[src/rtl/umsi_pkg.sv]
// Constants for the two-channel modem status input block.
// Assumes a plain register port with one-cycle strobes and read data one cycle later.
package umsi_pkg;
    // Register word offsets on the plain port.
    localparam logic [3:0] STATUS0_ADDR = 4'h0;
    localparam logic [3:0] STATUS1_ADDR = 4'h1;
    localparam logic [3:0] IER_ADDR = 4'h2;
    // Field positions of the modem line status register.
    localparam int BIT_CTS_CHG = 0;
    localparam int BIT_DSR_CHG = 1;
    localparam int BIT_DCD_CHG = 3;
    localparam int BIT_CTS = 4;
    localparam int BIT_DSR = 5;
    localparam int BIT_DCD = 7;
    // Interrupt enable: bit n enables modem status interrupts of channel n.
    localparam logic [1:0] IER_RESET = 2'h0;
    localparam logic [2:0] PIN_RESET = 3'h7;
    localparam logic [7:0] RDATA_RESET = 8'h00;
endpackage

[src/rtl/umsi_top.sv]
// Modem status input logic of two serial channels with a small register port.
// Assumes modem pins are synchronous to core_clk_i; read data appears one cycle after a read.
//
// The register offsets and the address-and-strobe port were decided locally.
`timescale 1ns/1ns
`default_nettype none
module umsi_top
(
    input wire logic core_clk_i,
    input wire logic rst_b_i,
    input wire logic [3:0] addr_i,
    input wire logic [7:0] wdata_i,
    input wire logic wr_i,
    input wire logic rd_i,
    output logic [7:0] rdata_o,
    input wire logic [1:0] cts_b_i,
    input wire logic [1:0] dsr_b_i,
    input wire logic [1:0] dcd_b_i,
    output logic [1:0] irq_o
);
    typedef struct packed {
        logic [1:0] ier;
        logic [1:0][2:0] pin;
        logic [1:0][2:0] chg;
        logic [7:0] rdata;
        logic [1:0] irq;
    } umsi_state_t;

    // Reset release through two flip-flops.
    logic [1:0] rst_sync;
    logic rst_b;
    always_ff @(posedge core_clk_i or negedge rst_b_i)
    begin
        if (!rst_b_i)
        begin
            rst_sync <= 2'h0;
        end
        else
        begin
            rst_sync <= {rst_sync[0], 1'b1};
        end
    end
    assign rst_b = rst_sync[1];

    // Registered state, its next value, the live pins and the status read decode.
    umsi_state_t st;
    umsi_state_t next_st;
    logic [1:0][2:0] now;
    logic [1:0] rd_status;

    // Pins packed as {dcd, dsr, cts}, still active low as the modem drives them.
    always_comb
    begin
        for (int c = 0; c < 2; c++)
        begin
            now[c] = {dcd_b_i[c], dsr_b_i[c], cts_b_i[c]};
        end
        rd_status[0] = rd_i && (addr_i == umsi_pkg::STATUS0_ADDR);
        rd_status[1] = rd_i && (addr_i == umsi_pkg::STATUS1_ADDR);
    end

    // Next state: change detect, read clear with set winning, and readback.
    always_comb
    begin
        next_st = st;
        next_st.rdata = 8'h00;
        if (wr_i && addr_i == umsi_pkg::IER_ADDR)
        begin
            next_st.ier = wdata_i[1:0];
        end
        for (int c = 0; c < 2; c++)
        begin
            next_st.pin[c] = now[c];
            if (rd_status[c])
            begin
                next_st.rdata[umsi_pkg::BIT_CTS_CHG] = st.chg[c][0];
                next_st.rdata[umsi_pkg::BIT_DSR_CHG] = st.chg[c][1];
                next_st.rdata[umsi_pkg::BIT_DCD_CHG] = st.chg[c][2];
                next_st.rdata[umsi_pkg::BIT_CTS] = ~now[c][0];
                next_st.rdata[umsi_pkg::BIT_DSR] = ~now[c][1];
                next_st.rdata[umsi_pkg::BIT_DCD] = ~now[c][2];
            end
            // A change in the read cycle survives the clear; it is reported next time.
            next_st.chg[c] = (rd_status[c] ? 3'h0 : st.chg[c]) | (now[c] ^ st.pin[c]);
            // Clear-to-send feeds only this flag, its level bit and the interrupt, never a transmitter.
            next_st.irq[c] = st.ier[c] && (next_st.chg[c] != 3'h0);
        end
        if (rd_i && addr_i == umsi_pkg::IER_ADDR)
        begin
            next_st.rdata = {6'h00, st.ier};
        end
    end

    // State register; pins reset to the inactive level so no false change follows reset.
    always_ff @(posedge core_clk_i or negedge rst_b)
    begin
        if (!rst_b)
        begin
            st.ier <= umsi_pkg::IER_RESET;
            st.pin <= {umsi_pkg::PIN_RESET, umsi_pkg::PIN_RESET};
            st.chg <= 6'h00;
            st.rdata <= umsi_pkg::RDATA_RESET;
            st.irq <= 2'h0;
        end
        else
        begin
            st <= next_st;
        end
    end

    // Both outputs come straight from the state register.
    assign rdata_o = st.rdata;
    assign irq_o = st.irq;
endmodule
`default_nettype wire

[config.mk]
export PLATFORM = sky130hd
export DESIGN_NAME = umsi_top
export DESIGN_NICKNAME = d
export VERILOG_FILES = /design/src/rtl/umsi_pkg.sv /design/src/rtl/umsi_top.sv
export SDC_FILE = /design/constraint.sdc
export NUM_CORES = 1
export LEC_CHECK = 0
export ABC_AREA = 1
export BUFFER_PORTS_ARGS = -buffer_cell sky130_fd_sc_hd__buf_2
export CORE_ASPECT_RATIO = 1.75
export CORE_UTILIZATION = 30
export DETAILED_ROUTE_END_ITERATION = 12
export MAX_ROUTING_LAYER = met4
export PLACE_DENSITY = 0.6
export SYNTH_ARGS = -nofsm -noshare
export SYNTH_HDL_FRONTEND = slang
export SYNTH_SLANG_ARGS = --single-unit
[constraint.sdc]
create_clock -name core_clk_i -period 1 [get_ports core_clk_i]
set_input_delay 0.05 -clock core_clk_i [delete_from_list [all_inputs] [get_ports core_clk_i]]
set_output_delay 0.05 -clock core_clk_i [all_outputs]
set_load 0.005 [all_outputs]
**After elaboration in Yosys (flattened, before gate mapping)**

Cells that the tools add are included.

- Register bits after elaboration: 26
- Output and inout port bits: 10
- Word-level logic and storage cells: 38

- Equal/unequal tests: 2
- Mux-type cells: 9
- Bitwise operators: 10
- Reduce and logical (&&, ||, !) cells: 9

Operators by type and width:

| cell | number |
|---|---|
| $mux W3 | 4 |
| $mux W8 | 1 |
| $logic_and A1 B1 Y1 | 6 |
| $not A1 Y1 | 6 |
| $or A3 B3 Y3 | 2 |
| $reduce_bool A3 Y1 | 2 |
| $xor A3 B3 Y3 | 2 |
| $eq A4 B1 Y1 const B | 1 |
| $eq A4 B2 Y1 const B | 1 |
| $logic_not A4 Y1 | 1 |
| $mux W2 | 2 |
| $mux W1 | 2 |

**Depth between registers and ports, before layout**

- Depth after elaboration: 6
- Depth in mapped cells: 7
- Depth with buffers taken out: 7

**Worst setup path after synthesis**

OpenSTA, ideal clock, no wires.

- Kind: flip-flop to flip-flop
- From: reg st[19] (netlist bit)
- To: reg st, in the netlist irq_o[1]
- Library setup time: 125 ps
- Arrival: 837 ps
- Path slack: 38 ps
- Stages on the path, launching flop included: 5
- Path buffers: 0
- Period minus slack after synthesis: 962 ps
- Cells stage by stage: dfstp_2 -> xnor2_1 -> nand2_2 -> nor2_2 -> a21oi_1

RTL lines:

| what | RTL line | source |
|---|---|---|
| start: declaration | umsi_top.sv:46 | `umsi_state_t st;` |
| start signal: assignment | umsi_top.sv:107 | `st <= next_st;` |

==> flow_summary.ini <==
[critical_path]
worst_setup_path_end_kind = flop
worst_setup_path_start_kind = flop
critPathArrivalTime_ps = 1210
crit_fanout = 2
criticalPathCategory = flop to flop
crit_path_max_delay_cell_type = sky130_fd_sc_hd__dfstp_2
cpPeakStageDelay_ps = 560
cp_cell_sequence = xnor2_2, nand2_2, nor2_2, a21oi_1
timing.critical_path.required_ps = 1150

[clocking]
htree_num_levels = 1
clk_pin_slew_worst_paths_ps = 80
cts_made_buffers = 3
tritoncts = yes
insertion_delay_ps = 260
clock_tree.buffer_depth = 2
clock_tree.root_cell = sky130_fd_sc_hd__clkbuf_8
clock_sink_count = 24

[yosys]
synth-seq-area-share_pct = 61.2
most_frequent_cell_after_synthesis = sky130_fd_sc_hd__dfrtp_1
synth-edff-count = 0
gate_count_of_the_mapped_netlist = 88
yosys_warnings = 0
synthDominantCellAreaShare_pct = 45.3
syn_area_um2 = 993
post_synth.cell_area_avg_um2 = 11.3
post-synth-top-area-cell = sky130_fd_sc_hd__dfrtp_1
synth_commonest_cells = sky130_fd_sc_hd__dfrtp_1, sky130_fd_sc_hd__buf_4, sky130_fd_sc_hd__nand2_1
synthArstFlopShare_pct = 100
yosys_most_used_dff = sky130_fd_sc_hd__dfrtp_1
yosys_register_bits = 24
synth_area_leaders = sky130_fd_sc_hd__dfrtp_1, sky130_fd_sc_hd__dfstp_2, sky130_fd_sc_hd__buf_4
synth_cell_type_count = 19

[global_route]
global_route_wire_length_before_repair_mm = 2.97
largest_net_degree_at_the_start_of_global_routing = 23
grt_antenna_before_repair = 0
combined_global_route_utilization_of_all_metal_layers_pct = 11.9
first_global_vias = 686
globalRoute.totalOverflow = 0

[die]
initial_standard_cell_utilization_of_the_core_pct = 31.6
coreArea_mm2 = 0.00314
rows = 27
floorplan.io_pins = 32
chip_height_um = 78.1
dieWidth_um = 45.5
fp.dieArea_mm2 = 0.00355

[cells_and_area]
num_antenna_cells = 0
synthToLayoutAreaGrowth_pct = 26.2
drive_gt1_share_pct = 43.5
net_count_of_the_finished_layout = 138
fillers = 298

[hold_path]
min-delay-path-class = primary input to flop

[routing]
detailedRoute.firstIterationViolations = 5
vias_per_cell = 4.14
route.vias.total = 654
drt-pass1-iter-count = 4
wirelength_mm = 1.80
drt_drc_violations_left = 0
avgRoutedWirePerCell_um = 11.4
antenna_left = 0

[sta]
achievable-frequency_mhz = 943
hold_viol_final = 0
post-route-worst-setup-slack_ps = -60.2
fin_worst_skew_ps = 3.57
min_period_ps = 1060
finalHoldWorstSlack_ps = 43.3
setup_viol_count_final = 2
slew_violations = 0
grt_setup_unrepaired = yes
min_period_over_period_pct = 106

[power_and_ir_drop]
vdd_drop_max_mv = 0.661
power_density_mw_per_mm2 = 1490
total_leakage_power_nw = 0.606

[place]
pre_cts_slack_ps = -52.2
place.port_buffers = 23
hpwlAfterDp_mm = 1.30
gp_congestion = 0.685

[job]
maxCapViolations = 0

[status]
failing_checks = setup timing
status = finished, violations left
logic make-up after synthesis:
family | share of synthesized area [%]
buffers and inverters | 10.6
flip-flops | 61.2
XOR/XNOR | 5.29
AO/OA/AOI/OAI | 5.79
other | 0.756
AND/OR/NAND/NOR | 16.4
path summary, 6_finish.rpt:
| kind | cells after the start | slack, ps | to | startpoint |
|---|---|---|---|---|
| max | 4 | -60 | irq_o[0] | st[16] |
| min | 2 | 40 | rdata_o[5] | dsr_b_i[0] |
| max reg2reg | 4 | -60 | irq_o[0] | st[16] |
| min reg2reg | 1 | 210 | rdata_o[5] | rst_sync[1] |
| max in group asynchronous | 1 | 520 | st[20] | rst_sync[1] |
| min in group asynchronous | 2 | 90 | rst_sync[1] | rst_b_i |
where the power goes:
| group | internal, mW | leakage [nW] | switching, mW | total (mW) |
|---|---|---|---|---|
| Combinational | 0.109 | 0.318 | 0.114 | 0.222 |
| Clock | 0.284 | 0.0228 | 0.290 | 0.574 |
| Sequential | 1.04 | 0.265 | 0.0266 | 1.07 |
registers in the layout, indices dropped and copies added (netlist names):
signal,count
irq_o,2
rdata_o,6
rst_sync,2
st,14
cell type report:
class                           count  area, µm²  area share (%)
Inverter                            8       30.0            2.40
Clock buffer                        4       45.0            3.59
Sequential cell                    24        608            48.5
Timing Repair Buffer               32        200            16.0
Tap cell                           43       53.8            4.29
Multi-Input combinational cell     47        317            25.2
placed cells by master (no fill, tap or decap):
cell,synthesis,final
sky130_fd_sc_hd__o22ai_1,3,3
sky130_fd_sc_hd__xnor2_2,0,4
sky130_fd_sc_hd__nand3_1,3,3
sky130_fd_sc_hd__dfrtp_1,18,18
sky130_fd_sc_hd__nand2_2,5,5
sky130_fd_sc_hd__dfstp_2,6,6
sky130_fd_sc_hd__nor2_2,1,2
sky130_fd_sc_hd__clkbuf_1,0,1
sky130_fd_sc_hd__inv_2,1,1
sky130_fd_sc_hd__a22o_1,1,1
sky130_fd_sc_hd__a21oi_1,6,6
sky130_fd_sc_hd__nand3_4,2,2
sky130_fd_sc_hd__and3_2,1,1
sky130_fd_sc_hd__buf_2,0,23
sky130_fd_sc_hd__clkbuf_8,0,3
sky130_fd_sc_hd__inv_1,7,7
sky130_fd_sc_hd__dlygate4sd3_1,0,7
sky130_fd_sc_hd__nor2_4,1,1
sky130_fd_sc_hd__buf_4,10,2
sky130_fd_sc_hd__nand2_1,10,10
sky130_fd_sc_hd__nor2_1,5,4
sky130_fd_sc_hd__xor2_1,2,2
sky130_fd_sc_hd__conb_1,2,3
stage by stage:
| stage | power [mW] | utilization [%] | setup TNS (ps) | std cells | cell area, µm² |
|---|---|---|---|---|---|
| 2_1_floorplan | 1.22 | - | 0 | 89 | 997 |
| 3_3_place_gp | 1.27 | 35.0 | -68.2 | 146 | 1100 |
| 3_5_place_dp | 1.27 | 35.0 | -82.8 | 146 | 1100 |
| 4_1_cts | 1.87 | 39.3 | -78.1 | 157 | 1240 |
| 5_1_grt | 1.96 | 39.9 | -186 | 158 | 1250 |
| 6_report | 1.87 | 39.9 | -77.4 | 158 | 1250 |
layer usage:
layer  part of all wire [%]  GRT usage (%)  vias up
met5                      0              -        -
met4                    2.3           7.27        0
met3                    2.6           2.07        4
met2                     58           20.1       15
met1                     37           11.9      319
li1                       -              -      316
critical path, delay by kind of cell, from the launching register on:
kind                      cells  cell delay, ps
xor gates and xnor gates      1             120
and+or+nand+nor               2             210
DFF                           1             560
AOI/OAI and AO/OA             1              70
repair_timing:
action,4_1_cts,5_1_grt
hold buffers,7,0
buffers inserted,0,1
gates resized for setup,3,2
endpoints found under the hold margin,8,0
pin swaps,1,2
endpoints found under the setup margin,2,2
cloned,0,0
(Power assumes the default switching activity.)
